**src/common/cell_group_params.svh**
```systemverilog
// Register offsets, field positions, reset values and sizes of the logic cell group.
`ifndef CELL_GROUP_PARAMS_SVH
`define CELL_GROUP_PARAMS_SVH

`define CG_SLICES        4
`define CG_LUT_INPUTS    4
`define CG_LUT_DEPTH     16
`define CG_SLICE_INPUTS  8
`define CG_CFG_WIDTH     7

`define CG_ADR_CTRL      8'h00
`define CG_ADR_STATUS    8'h04
`define CG_PAGE_CFG      4'h1
`define CG_PAGE_LUT      4'h2

`define CG_CTRL_RUN      0
`define CG_CTRL_CS_EN    1
`define CG_CTRL_RST      32'h0000_0000
`define CG_CFG_RST       7'h00
`define CG_LUT_RST       16'h0000

`define CG_RAM_LAST      2
`define CG_MEM_CTRL      2
`define CG_MEM_DATA_LO   0
`define CG_MEM_DATA_HI   1

`endif

```
**src/common/cell_group_pkg.sv**
```systemverilog
// Types shared by the logic cell group.
package cell_group_pkg;

  typedef enum logic [1:0] {
    MODE_LOGIC  = 2'b00,
    MODE_RIPPLE = 2'b01,
    MODE_RAM    = 2'b10,
    MODE_ROM    = 2'b11
  } slice_mode_t;

  // Configuration of one slice; mode sits in the two lowest bits.
  typedef struct packed {
    logic [1:0]  sr_val;
    logic        sr_async;
    logic        latch_en;
    logic        clk_neg;
    slice_mode_t mode;
  } slice_cfg_t;

  // Fabric-side results of one slice.
  typedef struct packed {
    logic [1:0] f;
    logic       five_input_mux_out;
    logic       wide_function_mux_out;
  } slice_out_t;

endpackage

```
**src/verilog/logic_slice_cluster.sv**
```systemverilog
// One logic cell group of four slices with a Wishbone configuration port.
//
// Local design decisions: the address map and the Wishbone slave port.
`timescale 1ns/1ns
`include "cell_group_params.svh"
////////////////////////////////////////////////////////////////////////////////
// Summary of operation
// - Four slices 0..3, each two 4-input lookup tables feeding two registers.
// - Only slices 0..2 may be writable memory; slice 3 is logic, ripple or ROM.
// - Registers capture on either clock polarity, as flip-flop or level latch.
// - Local set/reset is synchronous or asynchronous; clock select and chip-select exist.
// - Each slice takes thirteen routing inputs plus carry, drives six outputs plus carry.
// - The group presents 53 inputs and 25 outputs to routing.
// - Slice 2 clock writes slices 0 and 1 memory; its set/reset is write enable.
// - Memory write address is the four lookup inputs of slice 2.
// - Write data bits 3:2 go to slice 1, bits 1:0 to slice 0.
// - Lookup results leave as bypass outputs, registered on every SYS_CLK; stored values leave separately.
// - Five-input mux output per slice; second mux forms six, seven or eight inputs.
// - Before user operation every register holds its configured set or clear value.
// - Each memory lookup table of slices 0 and 1 is sixteen by one; four bits wide.
////////////////////////////////////////////////////////////////////////////////
module logic_slice_cluster (
  input  wire logic        SYS_CLK,
  input  wire logic        SYS_RST,
  input  wire logic        WB_CYC_I,
  input  wire logic        WB_STB_I,
  input  wire logic        WB_WE_I,
  input  wire logic [7:0]  WB_ADR_I,
  input  wire logic [3:0]  WB_SEL_I,
  input  wire logic [31:0] WB_DAT_I,
  output wire logic [31:0] WB_DAT_O,
  output wire logic        WB_ACK_O,
  input  wire logic [31:0] SLICE_LUT_IN,
  input  wire logic [7:0]  MULTIPURPOSE_IN,
  input  wire logic [3:0]  SLICE_CLOCK,
  input  wire logic [3:0]  SLICE_CLOCK_ENABLE,
  input  wire logic [3:0]  LOCAL_SET_RESET,
  input  wire logic        CARRY_CHAIN_IN,
  output wire logic [7:0]  LOOKUP_BYPASS_OUT,
  output wire logic [7:0]  STORED_VALUE_OUT,
  output wire logic [3:0]  FIVE_INPUT_MUX_OUT,
  output wire logic [3:0]  WIDE_FUNCTION_MUX_OUT,
  output wire logic        CARRY_CHAIN_OUT
);

  localparam int NS = `CG_SLICES;
  localparam int NI = `CG_SLICE_INPUTS;
  localparam int NK = `CG_LUT_INPUTS;

  ////////////////////////////////////////////////////////////////////////////////
  // State.

  logic [31:0]                ctrl_ff;
  cell_group_pkg::slice_cfg_t cfg_ff [NS];
  logic [15:0]                lut_ff [NS][2];
  logic [NS-1:0]              clk_prev_ff;
  logic [7:0]                 q_ff;
  logic [7:0]                 bypass_ff;
  logic [3:0]                 five_input_mux_out_ff;
  logic [3:0]                 wide_function_mux_out_ff;
  logic                       carry_ff;
  logic                       ack_ff;
  logic [31:0]                dat_ff;

  logic                       run;
  logic                       cs_en;
  logic                       wb_req;
  logic                       wb_wr;
  logic [1:0]                 adr_slice;
  logic [3:0]                 adr_page;
  logic [31:0]                rd_mux;

  logic [NS-1:0]              clk_edge;
  logic [NS-1:0]              clk_level;
  logic [NS-1:0]              capture;
  logic                       mem_we;
  logic [NK-1:0]              mem_addr;
  logic [3:0]                 mem_data;
  logic [31:0]                lut_wr;

  cell_group_pkg::slice_out_t sout [NS];
  logic [NS:0]                carry;
  logic [7:0]                 f_all;

  assign run       = ctrl_ff[`CG_CTRL_RUN];
  assign cs_en     = ctrl_ff[`CG_CTRL_CS_EN];
  assign adr_slice = WB_ADR_I[3:2];
  assign adr_page  = WB_ADR_I[7:4];
  assign wb_req    = WB_CYC_I & WB_STB_I & ~ack_ff;
  assign wb_wr     = wb_req & WB_WE_I;

  ////////////////////////////////////////////////////////////////////////////////
  // Helpers.

  // Applies the byte enables of a write to an old word.
  function automatic logic [31:0] merge_bytes(input logic [31:0] old_w, input logic [31:0] new_w,
                                              input logic [3:0] sel);
    logic [31:0] res;
    res = old_w;
    for (int b = 0; b < 4; b++) begin
      if (sel[b]) begin
        res[b*8 +: 8] = new_w[b*8 +: 8];
      end
    end
    return res;
  endfunction

  // Turns a memory request for a slice that has no writable memory into read-only memory.
  function automatic cell_group_pkg::slice_cfg_t fix_cfg(input int idx, input logic [31:0] w);
    cell_group_pkg::slice_cfg_t c;
    c = cell_group_pkg::slice_cfg_t'(w[`CG_CFG_WIDTH-1:0]);
    if (idx > `CG_RAM_LAST && c.mode == cell_group_pkg::MODE_RAM) begin
      c.mode = cell_group_pkg::MODE_ROM;
    end
    return c;
  endfunction

  ////////////////////////////////////////////////////////////////////////////////
  // Wishbone slave: one wait state, every address answered.

  always_ff @(posedge SYS_CLK) begin
    if (SYS_RST) begin
      ack_ff <= 1'b0;
    end else begin
      ack_ff <= wb_req;
    end
  end

  always_ff @(posedge SYS_CLK) begin
    if (SYS_RST) begin
      dat_ff <= 32'h0000_0000;
    end else if (wb_req) begin
      dat_ff <= rd_mux;
    end
  end

  always_comb begin
    rd_mux = 32'h0000_0000;
    if ({WB_ADR_I[7:2], 2'b00} == `CG_ADR_CTRL) begin
      rd_mux = ctrl_ff;
    end else if ({WB_ADR_I[7:2], 2'b00} == `CG_ADR_STATUS) begin
      rd_mux = {14'h0000, run, carry_ff, bypass_ff, q_ff};
    end else if (adr_page == `CG_PAGE_CFG) begin
      rd_mux = {25'h000_0000, cfg_ff[adr_slice]};
    end else if (adr_page == `CG_PAGE_LUT) begin
      rd_mux = {lut_ff[adr_slice][1], lut_ff[adr_slice][0]};
    end
  end

  always_ff @(posedge SYS_CLK) begin
    if (SYS_RST) begin
      ctrl_ff <= `CG_CTRL_RST;
    end else if (wb_wr && {WB_ADR_I[7:2], 2'b00} == `CG_ADR_CTRL) begin
      ctrl_ff <= merge_bytes(ctrl_ff, WB_DAT_I, WB_SEL_I);
    end
  end

  always_ff @(posedge SYS_CLK) begin
    if (SYS_RST) begin
      for (int s = 0; s < NS; s++) begin
        cfg_ff[s] <= cell_group_pkg::slice_cfg_t'(`CG_CFG_RST);
      end
    end else if (wb_wr && adr_page == `CG_PAGE_CFG) begin
      cfg_ff[adr_slice] <= fix_cfg(int'(adr_slice),
                                   merge_bytes({25'h000_0000, cfg_ff[adr_slice]}, WB_DAT_I, WB_SEL_I));
    end
  end

  ////////////////////////////////////////////////////////////////////////////////
  // Slice clocks: polarity select, edge or level capture.

  always_ff @(posedge SYS_CLK) begin
    if (SYS_RST) begin
      clk_prev_ff <= 4'h0;
    end else begin
      clk_prev_ff <= SLICE_CLOCK;
    end
  end

  always_comb begin
    for (int s = 0; s < NS; s++) begin
      clk_edge[s]  = cfg_ff[s].clk_neg ? (clk_prev_ff[s] & ~SLICE_CLOCK[s])
                                       : (~clk_prev_ff[s] & SLICE_CLOCK[s]);
      clk_level[s] = SLICE_CLOCK[s] ^ cfg_ff[s].clk_neg;
      capture[s]   = cfg_ff[s].latch_en ? clk_level[s] : clk_edge[s];
    end
  end

  ////////////////////////////////////////////////////////////////////////////////
  // Distributed memory controls generated by slice 2.

  assign mem_addr = SLICE_LUT_IN[`CG_MEM_CTRL*NI +: NK];
  assign mem_data = SLICE_LUT_IN[`CG_MEM_CTRL*NI+NK +: NK];
  assign mem_we   = run & clk_edge[`CG_MEM_CTRL] & LOCAL_SET_RESET[`CG_MEM_CTRL]
                  & (~cs_en | MULTIPURPOSE_IN[2*`CG_MEM_CTRL]);
  assign lut_wr   = merge_bytes({lut_ff[adr_slice][1], lut_ff[adr_slice][0]}, WB_DAT_I, WB_SEL_I);

  always_ff @(posedge SYS_CLK) begin
    if (SYS_RST) begin
      for (int s = 0; s < NS; s++) begin
        lut_ff[s][0] <= `CG_LUT_RST;
        lut_ff[s][1] <= `CG_LUT_RST;
      end
    end else begin
      if (wb_wr && adr_page == `CG_PAGE_LUT) begin
        lut_ff[adr_slice][0] <= lut_wr[15:0];
        lut_ff[adr_slice][1] <= lut_wr[31:16];
      end
      if (mem_we && cfg_ff[`CG_MEM_DATA_LO].mode == cell_group_pkg::MODE_RAM) begin
        lut_ff[`CG_MEM_DATA_LO][0][mem_addr] <= mem_data[0];
        lut_ff[`CG_MEM_DATA_LO][1][mem_addr] <= mem_data[1];
      end
      if (mem_we && cfg_ff[`CG_MEM_DATA_HI].mode == cell_group_pkg::MODE_RAM) begin
        lut_ff[`CG_MEM_DATA_HI][0][mem_addr] <= mem_data[2];
        lut_ff[`CG_MEM_DATA_HI][1][mem_addr] <= mem_data[3];
      end
    end
  end

  ////////////////////////////////////////////////////////////////////////////////
  // Lookup tables, ripple carry and wide-function multiplexers.

  always_comb begin
    logic [NK-1:0] a0;
    logic [NK-1:0] a1;
    logic          l0;
    logic          l1;
    logic          c_mid;
    a0       = '0;
    a1       = '0;
    l0       = 1'b0;
    l1       = 1'b0;
    c_mid    = 1'b0;
    carry[0] = CARRY_CHAIN_IN;
    for (int s = 0; s < NS; s++) begin
      a0 = SLICE_LUT_IN[s*NI +: NK];
      a1 = SLICE_LUT_IN[s*NI+NK +: NK];
      l0 = lut_ff[s][0][a0];
      l1 = lut_ff[s][1][a1];
      if (cfg_ff[s].mode == cell_group_pkg::MODE_RIPPLE) begin
        c_mid      = l0 ? carry[s] : a0[0];
        sout[s].f  = {l1 ^ c_mid, l0 ^ carry[s]};
        carry[s+1] = l1 ? c_mid : a1[0];
      end else begin
        sout[s].f  = {l1, l0};
        carry[s+1] = carry[s];
      end
      sout[s].five_input_mux_out = MULTIPURPOSE_IN[2*s] ? sout[s].f[1] : sout[s].f[0];
      sout[s].wide_function_mux_out = 1'b0;
    end
    sout[0].wide_function_mux_out = MULTIPURPOSE_IN[1] ? sout[1].five_input_mux_out : sout[0].five_input_mux_out;
    sout[2].wide_function_mux_out = MULTIPURPOSE_IN[5] ? sout[3].five_input_mux_out : sout[2].five_input_mux_out;
    sout[1].wide_function_mux_out = MULTIPURPOSE_IN[3] ? sout[2].wide_function_mux_out : sout[0].wide_function_mux_out;
    sout[3].wide_function_mux_out = MULTIPURPOSE_IN[7] ? CARRY_CHAIN_IN : sout[1].wide_function_mux_out;
    for (int s = 0; s < NS; s++) begin
      f_all[2*s +: 2] = sout[s].f;
    end
  end

  ////////////////////////////////////////////////////////////////////////////////
  // Slice registers.

  always_ff @(posedge SYS_CLK) begin
    if (SYS_RST) begin
      q_ff <= 8'h00;
    end else begin
      for (int s = 0; s < NS; s++) begin
        if (!run) begin
          q_ff[2*s +: 2] <= cfg_ff[s].sr_val;
        end else if (LOCAL_SET_RESET[s] && (cfg_ff[s].sr_async || capture[s])) begin
          q_ff[2*s +: 2] <= cfg_ff[s].sr_val;
        end else if (SLICE_CLOCK_ENABLE[s] && capture[s]) begin
          q_ff[2*s +: 2] <= sout[s].f;
        end
      end
    end
  end

  always_ff @(posedge SYS_CLK) begin
    if (SYS_RST) begin
      bypass_ff <= 8'h00;
      five_input_mux_out_ff   <= 4'h0;
      wide_function_mux_out_ff   <= 4'h0;
      carry_ff  <= 1'b0;
    end else begin
      bypass_ff <= f_all;
      for (int s = 0; s < NS; s++) begin
        five_input_mux_out_ff[s] <= sout[s].five_input_mux_out;
        wide_function_mux_out_ff[s] <= sout[s].wide_function_mux_out;
      end
      carry_ff  <= carry[NS];
    end
  end

  ////////////////////////////////////////////////////////////////////////////////
  // Outputs: 25 toward routing, all registered.

  assign WB_ACK_O              = ack_ff;
  assign WB_DAT_O              = dat_ff;
  assign LOOKUP_BYPASS_OUT     = bypass_ff;
  assign STORED_VALUE_OUT      = q_ff;
  assign FIVE_INPUT_MUX_OUT    = five_input_mux_out_ff;
  assign WIDE_FUNCTION_MUX_OUT = wide_function_mux_out_ff;
  assign CARRY_CHAIN_OUT       = carry_ff;

endmodule

```
**config.mk**
```make
export PLATFORM = sky130hd
export DESIGN_NAME = logic_slice_cluster
export DESIGN_NICKNAME = d
export VERILOG_FILES = /design/src/common/cell_group_pkg.sv /design/src/verilog/logic_slice_cluster.sv
export VERILOG_INCLUDE_DIRS = /design/src /design/src/common
export SDC_FILE = /design/constraint.sdc
export NUM_CORES = 1
export LEC_CHECK = 0
export BUFFER_PORTS_ARGS = -buffer_cell sky130_fd_sc_hd__buf_2
export CORE_ASPECT_RATIO = 1.2
export CORE_MARGIN = 4
export CORE_UTILIZATION = 52
export CTS_BUF_LIST = sky130_fd_sc_hd__clkbuf_2
export CTS_CLUSTER_SIZE = 30
export DETAILED_ROUTE_END_ITERATION = 8
export PLACE_DENSITY = 0.79
export SYNTH_ARGS = -nofsm -noshare
export SYNTH_HDL_FRONTEND = slang
export SYNTH_SLANG_ARGS = --single-unit
export TNS_END_PERCENT = 5
```
**constraint.sdc**
```tcl
create_clock -name SYS_CLK -period 4.2 [get_ports SYS_CLK]
set_input_delay 0.21 -clock SYS_CLK [delete_from_list [all_inputs] [get_ports SYS_CLK]]
set_output_delay 0.21 -clock SYS_CLK [all_outputs]
set_load 0.02 [all_outputs]
```
* Yosys cells after proc, flatten, opt, wreduce, memory -nomap -nowiden *
Memory sizes are Yosys's and may differ from the RTL's.
Index checks and enable logic that the tools add are counted.

operators by class
  order comparisons = 10
  eq/ne operators = 18
  mux-type cells = 192
  bitwise gates (word level) = 337
  reduce and logical (&&, ||, !) cells = 26

operator list
  operator                                               number
  2-to-1 mux 32 bit                                      6
  2-to-1 mux 1 bit                                       146
  bitwise AND 1 bit                                      144
  OR 1 bit                                               97
  inverter 1 bit                                         78
  2-to-1 mux 2 bit                                       21
  < comparator 4 x 5 -> 1 bit, second input constant     8
  binary-select mux 1 bit (select 4 bit)                 8
  2-to-1 mux 16 bit                                      2
  2-to-1 mux 8 bit                                       4
  OR reduction 32 bit                                    1
  2-to-1 mux 7 bit                                       4
  logical AND 1 bit                                      15
  == test 2 bit, second input constant                   7
  inequality test 3 x 1 -> 1 bit, second input constant  4
  bitwise XOR 1 bit                                      12
  == test 2 x 1 -> 1 bit, second input constant          4
  AND reduction 2 bit                                    4
  OR reduction 7 bit                                     1
  == test 6 x 1 -> 1 bit, second input constant          1
  logical NOT 6 bit                                      1
  bitwise AND 1 bit, second input constant               4
  demux 1 bit (select 4 bit)                             1
  == test 4 x 1 -> 1 bit, second input constant          1
  other kinds (5)                                        9

word-level totals
  register bits = 94
  memory bits (writable) = 156
  bits of input ports = 102
  logic and storage cells = 600
  memories kept = 2

memory list
  name    depth  bits a word  read ports  clocked after memory_dff  write ports  RTL line                   source
  lut_ff  4      32           5           0                         4            logic_slice_cluster.sv:55  logic [15:0] lut_ff [NS][2];
  cfg_ff  4      7            5           0                         4            logic_slice_cluster.sv:54  cell_group_pkg::slice_cfg_t cfg_ff [NS];

* Depth between registers and ports, before layout *
Gate-level depths: netlist (run 1).
An unclocked memory read counts as a cell.

  depth after elaboration = 19
  gate-level depth with buffers = 12
  mapped depth without buffers = 11

* Least setup slack after synthesis (run 1) *
Ideal clock, no wire load.

  path kind = register -> register
  start point = memory lut_ff[0][14] (netlist name)
  end point = register wide_function_mux_out_ff[1], in the netlist WIDE_FUNCTION_MUX_OUT[1]
  data arrival time = 2.890 ns
  data required time = 4.068 ns
  setup slack = 1.178 ns
  cell stages (with the launch flop) = 11
  buffers on the path = 0
  clock period less this slack = 3.022 ns
  path through = edfxtp_1 -> mux4_1 -> mux4_2 -> o21ai_0 -> a21oi_1 -> o221ai_4 -> mux2_2 -> nor4_2 -> nor2_1 -> o21ai_2 -> a21oi_1

RTL lines
  element                        RTL line                    source
  start, declared                logic_slice_cluster.sv:55
  end signal, assigned by index  logic_slice_cluster.sv:289  wide_function_mux_out_ff[s] <= sout[s].wide_function_mux_out;
  end, declared                  logic_slice_cluster.sv:60   logic [3:0] wide_function_mux_out_ff;

==> flow_metrics.tcl, run 1 <==
set metrics [dict create \
    outcome "finished clean" \
    max_slew.worst_pin.slew_ps 1050 \
    power.net_switching_mw 1.65 \
    drc 0 \
    grtUsageMet2 0.510 \
    yosys_register_bits 250 \
    tritoncts "yes" \
    regArea_um2 6570 \
    post_drt_wl_per_cell_um 23.8 \
    netlist_area_um2 13800 \
    dpl_worst_slack_ps 663 \
    antenna_found_initial 2 \
    final_total_negative_setup_slack_ps 0 \
    postSynth.asyncResetShare 0 \
    routed_wirelength_um 47400 \
    final_antenna_violating_net_count 0 \
    floorplan.die.height_um 186 \
    final_critical_path_required_period_ps 4080 \
    buffer_ports.inserted 157 \
    core_area_um2 26200 \
    peak_usage_layer_in_the_global_routing_report "met2" \
    register_clock_pin_slew_on_the_reported_worst_setup_and_hold_paths_ps 120 \
    seqPwrFrac 0.518 \
    grt_pass1_vias 12700 \
    synth_top_cell_area_share 0.340 \
    cp_top_family "multiplexers" \
    setup.worst_path.start_class "register" \
    max-cap-violations 0 \
    area_growth_syn_to_layout_pct 23.0 \
    maxClockFrequency_mhz 245 \
    synthDistinctLibCells 66 \
    fin_skew_ps 45.0 \
    cts.path.max_buffers 3 \
    drt_pre_antenna_iters 5 \
    use_met3 0.0684 \
    drtIter0Drc 1976 \
    worstPathRequired_ps 5020 \
    post_synthesis_net_count 1414 \
    row_count 65 \
    dpl.hpwl_um 31800 \
    inserted_clock_buffers 60 \
    cts_num_sinks 250 \
    relative_contribution_of_combinational_cells_to_total_power 0.171 \
    yosys_top_cell_by_area "sky130_fd_sc_hd__edfxtp_1" \
    crit_path_max_incr_delay_ps 610 \
    met1_usage 0.409 \
    nFillCells 1925 \
    crit_path_end_kind "register" \
    ir_drop_v 0.000181 \
    path_cells "mux4_1, mux4_2, or4b_1, o211ai_1, o21ai_2, a21boi_1, a2bb2oi_1, dlygate4sd3_1, nor2_1, dlygate4sd3_1" \
    postLayoutCoreUtil 0.648 \
    slew_headroom 0.297 \
    grt_max_degree 138 \
    count_of_flip_flops_with_a_built_in_enable_after_synthesis 156 \
    cts-root-buf "sky130_fd_sc_hd__clkbuf_2" \
    power.share.switching 0.309 \
    synth_warnings 0 \
    clock_latency_ps 900 \
    floorplan.die_area_um2 29200 \
    grt_pass1_wl_um 72700 \
    via_count_of_the_routed_design 12800 \
    path_max_fanout 6 \
    timing.final.ws_setup_ps 125 \
    grt_overflow_total 0 \
    reg2reg_slack_ps 120 \
    syn_avg_cell_area_um2 10.5 \
    nets 1711 \
    total_number_of_h_tree_levels 2 \
    timing.setup.critical_path_class "register to register" \
    ys_dominant_reg_cell "sky130_fd_sc_hd__edfxtp_1" \
    boundaryPins 160 \
    power.static_leakage_nw 6.81 \
    area_of_the_multi_input_gates_um2 6860 \
    hp-class "primary input to register" \
    synthCells 1312 \
    final_layout_size_suffix_gt1_frac 0.251 \
    power_density_nw_per_um2 314 \
    setup_viol 0 \
    share_clk_of_total_power 0.311 \
    die_w_um 157 \
    global_route.usage.total 0.319 \
    via_count_normalized_by_instance_count 6.43 \
    gpl.final_weighted_congestion 0.973 \
    synth_sequential_area_ratio 0.476 \
    critPathMostFrequentCell "sky130_fd_sc_hd__dlygate4sd3_1" \
    drv_slew 0 \
    p_int_mw 3.68 \
    slowest_stage "sky130_fd_sc_hd__dlygate4sd3_1" \
    arr_time_crit_path_ps 4890 \
    start_util 0.527 \
    period_share 0.970 \
    synth.top_cells.by_area "sky130_fd_sc_hd__edfxtp_1 34%, sky130_fd_sc_hd__dfxtp_1 14%, sky130_fd_sc_hd__mux4_2 10%, sky130_fd_sc_hd__nor2_1 5.9%, sky130_fd_sc_hd__mux2_2 4.6%" \
    final_hold_violation_count 0 \
    timing.critical_path.buf_inv 2 \
]
cell families after synthesis:
group | count (synthesis) | share of synthesized area
and+or+nand+nor | 574 | 0.189
buffers and inverters | 109 | 0.0299
muxes | 182 | 0.200
DFF | 250 | 0.476
AOI/OAI and AO/OA | 182 | 0.0952
xor gates and xnor gates | 15 | 0.0101
sequential cells by signal (all words and copies together) (netlist names):
register and flops:
cfg_ff 28, clk_prev_ff 4, ctrl_ff 32, CARRY_CHAIN_OUT 1, WB_ACK_O 1, WIDE_FUNCTION_MUX_OUT 4
LOOKUP_BYPASS_OUT 8, WB_DAT_O 32, STORED_VALUE_OUT 8, FIVE_INPUT_MUX_OUT 4, lut_ff 128
per-stage QoR:
| stage | total power [mW] | std cells | hold WS (ps) | instance area (um2) |
|---|---|---|---|---|
| 2_1_floorplan | 3.30 | 1312 | 305 | 13800 |
| 3_3_place_gp | 3.58 | 1723 | 442 | 14800 |
| 3_5_place_dp | 3.60 | 1723 | 447 | 14800 |
| 4_1_cts | 5.26 | 1988 | 14.1 | 16900 |
| 5_1_grt | 5.51 | 1993 | 58.5 | 17000 |
| 6_report | 5.33 | 1993 | 78.8 | 17000 |
worst min-delay path, delay by kind of cell:
family / cells / cell delay, ps
buffers and inverters: 2 / 320
AOI/OAI and AO/OA: 1 / 70
and+or+nand+nor: 3 / 320
layout by cell type, fill, tap and decap left out, drive strengths merged, types with 31 or more instances in the layout:
master | synthesis | final
mux4 | 67 | 67
buf | 12 | 175
nand2 | 167 | 167
nor2 | 216 | 216
nand2b | 58 | 58
edfxtp | 156 | 156
dfxtp | 94 | 94
clkbuf | 84 | 86
dlygate4sd3 | 0 | 156
mux2i | 59 | 59
nand3 | 43 | 43
a22oi | 31 | 31
a21oi | 45 | 45
mux2 | 56 | 56
final timing paths:
path / cells after the start / from / end
min: 6 / WB_ADR_I[4] / WB_DAT_O[13]
max reg2reg: 10 / lut_ff[0][1] / WIDE_FUNCTION_MUX_OUT[0]
max: 10 / lut_ff[0][1] / WIDE_FUNCTION_MUX_OUT[0]
min reg2reg: 2 / LOOKUP_BYPASS_OUT[4] / WB_DAT_O[12]
final cells by class:
type / count / share of cell area
diodes: 2 / 0.000295
multi-input cells: 953 / 0.404
well taps: 335 / 0.0247
flip-flops and latches: 250 / 0.387
inverters: 13 / 0.00288
clock buffers: 86 / 0.0254
clock inverters: 23 / 0.00708
repair buffers: 331 / 0.148
power by group through the flow:
stage | registers [mW] | logic [mW] | clock network [mW]
6_report | 2.76 | 0.908 | 1.66
5_1_grt | 2.77 | 0.956 | 1.78
4_1_cts | 2.75 | 0.863 | 1.65
3_5_place_dp | 2.81 | 0.789 | 0
3_3_place_gp | 2.81 | 0.776 | 0
2_1_floorplan | 2.83 | 0.462 | 0
layer usage:
layer | share of wire | vias to the layer above
li1 | - | 5433
met1 | 0.34 | 6022
met2 | 0.47 | 1128
met3 | 0.13 | 223
met4 | 0.062 | 0
met5 | 0 | -
repair_timing:
action	CTS	global route
endpoints found under the hold margin	233	0
buffers inserted	0	3
gates resized for setup	0	3
setup endpoints to repair	0	3
hold buffers	156	0
cells in the mapped netlist (3+ instances only):
cell and n:
sky130_fd_sc_hd__xnor2_1 11, sky130_fd_sc_hd__mux2i_1 58, sky130_fd_sc_hd__nor2_1 216, sky130_fd_sc_hd__a311oi_1 18, sky130_fd_sc_hd__a21boi_0 3, sky130_fd_sc_hd__o21ai_0 17
sky130_fd_sc_hd__nand2b_1 58, sky130_fd_sc_hd__a21o_1 5, sky130_fd_sc_hd__and3_1 5, sky130_fd_sc_hd__a221oi_1 14, sky130_fd_sc_hd__nand3b_1 4, sky130_fd_sc_hd__xor2_1 3
sky130_fd_sc_hd__a22oi_1 31, sky130_fd_sc_hd__o22a_1 5, sky130_fd_sc_hd__inv_1 13, sky130_fd_sc_hd__nand3_1 43, sky130_fd_sc_hd__dfxtp_1 94, sky130_fd_sc_hd__nand4_1 4
sky130_fd_sc_hd__nor3_1 20, sky130_fd_sc_hd__o31ai_1 21, sky130_fd_sc_hd__a21oi_1 45, sky130_fd_sc_hd__buf_1 10, sky130_fd_sc_hd__edfxtp_1 156, sky130_fd_sc_hd__or2_2 10
sky130_fd_sc_hd__nand2_1 167, sky130_fd_sc_hd__mux4_2 63, sky130_fd_sc_hd__mux4_1 4, sky130_fd_sc_hd__and4_1 3, sky130_fd_sc_hd__and2_1 3, sky130_fd_sc_hd__clkbuf_1 84
sky130_fd_sc_hd__mux2_2 56, sky130_fd_sc_hd__nor2b_1 23
Power figures use the tool's default switching activity.
==> run 2: changes to the inputs <==
--- a/config.mk
+++ b/config.mk
@@ -6,14 +6,14 @@
 export SDC_FILE = /design/constraint.sdc
 export NUM_CORES = 1
 export LEC_CHECK = 0
-export BUFFER_PORTS_ARGS = -buffer_cell sky130_fd_sc_hd__buf_2
 export CORE_ASPECT_RATIO = 1.2
 export CORE_MARGIN = 4
 export CORE_UTILIZATION = 52
 export CTS_BUF_LIST = sky130_fd_sc_hd__clkbuf_2
 export CTS_CLUSTER_SIZE = 30
 export DETAILED_ROUTE_END_ITERATION = 8
-export PLACE_DENSITY = 0.79
+export DONT_BUFFER_PORTS = 1
+export PLACE_DENSITY = 0.74
 export SYNTH_ARGS = -nofsm -noshare
 export SYNTH_HDL_FRONTEND = slang
 export SYNTH_SLANG_ARGS = --single-unit
==> run 2 against run 1 <==
Sequential share of layout area grew 1.4 points. Worst hold slack lost 63 ps. Clock skew grew 31 ps. Count of clock-buffer cells in the layout grew 5. Cell area shrank 3.4%. Critical path type unchanged.
==> flow_metrics.tcl, run 2 (same netlist as run 1, synthesis figures left out) <==
set metrics [dict create \
    slew_headroom 0.354 \
    timing.critical_path.from "lut_ff[0][14]" \
    cts_num_sinks 250 \
    max-cap-violations 0 \
    row_count 65 \
    cts.path.max_buffers 3 \
    drtIter0Drc 1615 \
    timing.setup.critical_path_class "register to register" \
    final_layout_size_suffix_gt1_frac 0.171 \
    worst_r2r_startpoint "lut_ff[0][14]" \
    power.static_leakage_nw 6.20 \
    routed_wirelength_um 46600 \
    dpl.hpwl_um 30900 \
    power.total_mw 5.20 \
    area_growth_syn_to_layout_pct 18.8 \
    start_util 0.527 \
    final_total_negative_setup_slack_ps 0 \
    nets 1568 \
    area_of_the_multi_input_gates_um2 6870 \
    boundaryPins 160 \
    outcome "finished clean" \
    grt_max_degree 137 \
    floorplan.die_area_um2 29200 \
    via_count_of_the_routed_design 12100 \
    largest_register "lut_ff" \
    drv_slew 0 \
    power_density_nw_per_um2 318 \
    hp-class "primary input to register" \
    ir_drop_v 0.000175 \
    gpl.final_weighted_congestion 0.962 \
    register_clock_pin_slew_on_the_reported_worst_setup_and_hold_paths_ps 120 \
    global_route.usage.total 0.310 \
    arr_time_crit_path_ps 4710 \
    setup.worst_path.start_class "register" \
    clock_latency_ps 900 \
    antenna_found_initial 1 \
    rsz0062_at_grt "false" \
    post_cts.repair.setup_buffers 0 \
    flip_flop_count_of_the_largest_register_after_layout 128 \
    hold_start "SLICE_LUT_IN[16]" \
    maxClockFrequency_mhz 253 \
    crit_path_end_kind "register" \
    regArea_um2 6570 \
    drt_pre_antenna_iters 8 \
    path_max_fanout 7 \
    period_share 0.942 \
    final_hold_violation_count 0 \
    total_number_of_h_tree_levels 2 \
    max_slew.worst_pin.slew_ps 967 \
    core_area_um2 26200 \
    highest_count_cells_in_the_layout_ignoring_fill_and_taps "214 x sky130_fd_sc_hd__nor2_1, 175 x sky130_fd_sc_hd__dlygate4sd3_1, 167 x sky130_fd_sc_hd__nand2_1, 156 x sky130_fd_sc_hd__edfxtp_1, 94 x sky130_fd_sc_hd__dfxtp_1" \
    via_count_normalized_by_instance_count 6.54 \
    final_critical_path_required_period_ps 3960 \
    nFillCells 1908 \
    grt_pass1_vias 11900 \
    drc 0 \
    floorplan.die.height_um 186 \
    setup_viol 0 \
    worstPathRequired_ps 4950 \
    die_w_um 157 \
    inserted_clock_buffers 58 \
    grt_overflow_total 0 \
    final_common_cell "sky130_fd_sc_hd__nor2_1" \
    grt_pass1_wl_um 69900 \
    post_drt_wl_per_cell_um 25.2 \
    cts-root-buf "sky130_fd_sc_hd__clkbuf_2" \
    buffer_ports.inserted 0 \
    fin_skew_ps 75.8 \
    tritoncts "yes" \
    final_antenna_violating_net_count 0 \
]
==> run 2: cell count changes in the layout (fill, tap and decap cells not counted), moves of 2 or more <==
cell,change
sky130_fd_sc_hd__dlygate4sd3_1,+19
sky130_fd_sc_hd__clkinv_1,-6
sky130_fd_sc_hd__clkbuf_2,+5
sky130_fd_sc_hd__buf_16,+2
sky130_fd_sc_hd__buf_4,-5
sky130_fd_sc_hd__diode_2,+3
sky130_fd_sc_hd__buf_2,-156
==> run 2: through the flow <==
stage	hold WS, ps	cell area [um2]	util	instances	worst slack, ps
global placement	292	14000	0.534	1563	727
detailed placement	295	14000	0.534	1563	708
floorplan	305	13800	-	1312	1180
finish	15.4	16400	0.625	1852	244
global route	-4.54	16400	0.625	1852	95.1
CTS	3.36	16300	0.623	1845	86.1
==> run 2: area by class of cell <==
class                           instances  share of cell area
Sequential cell                       250               0.401
Antenna cell                            5            0.000764
Inverter                               13             0.00298
Timing Repair Buffer                  190               0.117
Clock buffer                           91              0.0278
Multi-Input combinational cell        953               0.419
Tap cell                              335              0.0256
Clock inverter                         15             0.00527
==> run 2: path summary, 6_finish.rpt <==
kind         depth (start not counted)  slack, ps                  endpoint
max                                 10        240  WIDE_FUNCTION_MUX_OUT[3]
min                                  4         20     FIVE_INPUT_MUX_OUT[2]
max reg2reg                         10        240  WIDE_FUNCTION_MUX_OUT[3]
min reg2reg                          2        530       STORED_VALUE_OUT[5]
==> run 2: timing repair <==
action / in CTS / in global routing
endpoints found under the setup margin: 0 / 4
resized for setup: 0 / 3
hold buffers: 176 / 2
hold endpoints to repair: 382 / 2
==> run 2: worst max-delay path, cell delays in order, from the launching register on <==
cell	delay (ps)
sky130_fd_sc_hd__edfxtp_1	430
sky130_fd_sc_hd__mux4_1	540
sky130_fd_sc_hd__mux4_2	620
sky130_fd_sc_hd__a21oi_1	270
sky130_fd_sc_hd__o221ai_4	190
sky130_fd_sc_hd__a211oi_4	350
sky130_fd_sc_hd__xor2_2	240
sky130_fd_sc_hd__o2111a_2	250
sky130_fd_sc_hd__o21ai_2	60
sky130_fd_sc_hd__dlygate4sd3_1	600
sky130_fd_sc_hd__a221oi_2	250
==> run 2: metal layers <==
metal  part of all wire  track usage  up-vias
li1                   -            -     5145
met1               0.34        0.384     5765
met2               0.47        0.501     1010
met3               0.14       0.0847      190
met4              0.058        0.147        0
met5                  0            0        -
==> run 2: where the power goes <==
group	leakage [nW]	switching, mW	total, mW	internal [mW]
combinational	3.40	0.423	0.744	0.320
sequential	2.38	0.119	2.81	2.70
clock	0.421	1.01	1.64	0.632
==> run 3: changes to the inputs <==
--- a/config.mk
+++ b/config.mk
@@ -14,6 +14,7 @@
 export DETAILED_ROUTE_END_ITERATION = 8
 export DONT_BUFFER_PORTS = 1
 export PLACE_DENSITY = 0.74
+export SKIP_CTS_REPAIR_TIMING = 1
 export SYNTH_ARGS = -nofsm -noshare
 export SYNTH_HDL_FRONTEND = slang
 export SYNTH_SLANG_ARGS = --single-unit
==> constraint.sdc (replaced) <==
create_clock -name SYS_CLK -period 3.75 [get_ports SYS_CLK]
set_input_delay 0.1875 -clock SYS_CLK [delete_from_list [all_inputs] [get_ports SYS_CLK]]
set_output_delay 0.1875 -clock SYS_CLK [all_outputs]
set_load 0.02 [all_outputs]
==> run 3 against run 2 <==
The flow now finishes with violations (negative hold slack). Core utilization about the same. Setup slack got worse by 89 ps. Via count increased by 2.5%. Die area unchanged. Clock power increased by 14%.
==> flow_metrics.tcl, run 3 (same netlist as run 1, synthesis figures left out) <==
set metrics [dict create \
    outcome "complete, but fails checks" \
    failed_checks "negative hold slack" \
    largest_register "lut_ff" \
    path_max_fanout 7 \
    slew_headroom 0.304 \
    final_hold_violation_count 4 \
    final_common_cell "sky130_fd_sc_hd__nor2_1" \
    cts.path.max_buffers 3 \
    use_met3 0.0789 \
    clock_latency_ps 920 \
    power.share.switching 0.307 \
    grtUsageMet2 0.438 \
    via_count_normalized_by_instance_count 6.69 \
    fin_cells 1856 \
    setup.worst_path.start_class "register" \
    cts-root-buf "sky130_fd_sc_hd__clkbuf_2" \
    fin_skew_ps 100 \
    nets 1571 \
    inserted_clock_buffers 58 \
    max_slew.worst_pin.slew_ps 1040 \
    power.static_leakage_nw 6.20 \
    grt_pass1_vias 10700 \
    postLayoutCoreUtil 0.626 \
    timing.setup.critical_path_class "register to register" \
    p_int_mw 4.06 \
    hp-class "primary input to register" \
    crit_path_end_kind "register" \
    path_cells "mux4_1, mux4_2, o21ai_0, a21oi_1, o221ai_4, mux2_2, nor4_2, nor2_1, o21ai_2, a21oi_1" \
    slowest_stage "sky130_fd_sc_hd__mux4_2" \
    tritoncts "yes" \
    final_critical_path_required_period_ps 3600 \
    setup_viol 0 \
    arr_time_crit_path_ps 4360 \
    peak_usage_layer_in_the_global_routing_report "met2" \
    drt_pre_antenna_iters 6 \
    area_growth_syn_to_layout_pct 18.8 \
    grt_overflow_total 0 \
    floorplan.die_area_um2 29200 \
    post_drt_wl_per_cell_um 26.0 \
    highest_count_cells_in_the_layout_ignoring_fill_and_taps "214 x sky130_fd_sc_hd__nor2_1, 172 x sky130_fd_sc_hd__dlygate4sd3_1, 167 x sky130_fd_sc_hd__nand2_1, 156 x sky130_fd_sc_hd__edfxtp_1, 94 x sky130_fd_sc_hd__dfxtp_1" \
    gpl.final_weighted_congestion 0.964 \
    nFillCells 1972 \
    cts_num_sinks 250 \
    grt_pass1_wl_um 63700 \
    crit_path_max_incr_delay_ps 620 \
    routed_wirelength_um 48300 \
    power_density_nw_per_um2 358 \
    drc 0 \
    dpl.hpwl_um 31300 \
    relative_contribution_of_combinational_cells_to_total_power 0.143 \
    worstPathRequired_ps 4510 \
    die_w_um 157 \
    maxClockFrequency_mhz 278 \
    via_count_of_the_routed_design 12400 \
    met1_usage 0.359 \
    timing.critical_path.buf_inv 0 \
    drtIter0Drc 1912 \
    floorplan.die.height_um 186 \
    period_share 0.959 \
    holdWs_ps -50.1 \
    grt_max_degree 140 \
    flip_flop_count_of_the_largest_register_after_layout 128 \
    start_util 0.527 \
    power.net_switching_mw 1.80 \
    register_clock_pin_slew_on_the_reported_worst_setup_and_hold_paths_ps 110 \
    global_route.usage.total 0.284 \
    boundaryPins 160 \
    ir_drop_v 0.000192 \
    max-cap-violations 0 \
    numPlacedInstances 1569 \
    seqPwrFrac 0.538 \
    row_count 65 \
    antenna_found_initial 4 \
    cp_top_family "multiplexers" \
    total_number_of_h_tree_levels 2 \
    buffer_ports.inserted 0 \
    final_layout_size_suffix_gt1_frac 0.171 \
    share_clk_of_total_power 0.319 \
    critPathMostFrequentCell "sky130_fd_sc_hd__a21oi_1" \
    drv_slew 0 \
    final_antenna_violating_net_count 0 \
    core_area_um2 26200 \
]
==> run 3: worst reg2reg max path: cells and delay by family, from the launching register on <==
kind               cells  cell delay (ps)
DFF                    1              420
AOI/OAI and AO/OA      5              910
muxes                  3             1590
and+or+nand+nor        2              540
==> run 3: final cells by class <==
| type | count | area, um2 | area share |
|---|---|---|---|
| diodes | 4 | 10.0 | 0.000611 |
| flip-flops and latches | 250 | 6570 | 0.401 |
| clock inverters | 23 | 123 | 0.00748 |
| well taps | 335 | 419 | 0.0256 |
| repair buffers | 193 | 1940 | 0.118 |
| inverters | 13 | 48.8 | 0.00298 |
| clock buffers | 85 | 425 | 0.0260 |
| multi-input cells | 953 | 6850 | 0.418 |
==> run 3: metal layers <==
layer	share of wire	vias up	wire length [um]
li1	-	5157	-
met1	0.33	5854	16000
met2	0.46	1138	22100
met3	0.13	263	6520
met4	0.077	0	3740
met5	0	-	0
==> run 3: path summary, 6_finish.rpt <==
path | startpoint | endpoint | slack [ps] | cells past startpoint
max reg2reg | lut_ff[0][12] | WIDE_FUNCTION_MUX_OUT[1] | 150 | 10
min | SLICE_LUT_IN[12] | FIVE_INPUT_MUX_OUT[2] | -50 | 6
min reg2reg | cfg_ff[2][6] | STORED_VALUE_OUT[5] | 520 | 2
max | lut_ff[0][12] | WIDE_FUNCTION_MUX_OUT[1] | 150 | 10
==> run 3: power by group through the flow <==
stage / logic, mW / clock network (mW) / registers, mW
2_1_floorplan: 0.518 / 0 / 3.17
3_3_place_gp: 0.588 / 0 / 3.21
4_1_cts: 0.602 / 1.83 / 3.15
5_1_grt: 0.875 / 2.01 / 3.17
3_5_place_dp: 0.599 / 0 / 3.21
6_report: 0.839 / 1.87 / 3.16
==> run 3: metrics by stage <==
step	setup slack [ps]	setup TNS [ps]	area, um2	hold WS, ps	total power, mW
global placement	337	0	14000	271	3.80
global route	-15.5	-15.8	16400	-13.0	6.06
finish	154	0	16400	-50.1	5.87
detailed placement	267	0	14000	273	3.81
CTS	246	0	14600	-684	5.58
floorplan	728	0	13800	282	3.69
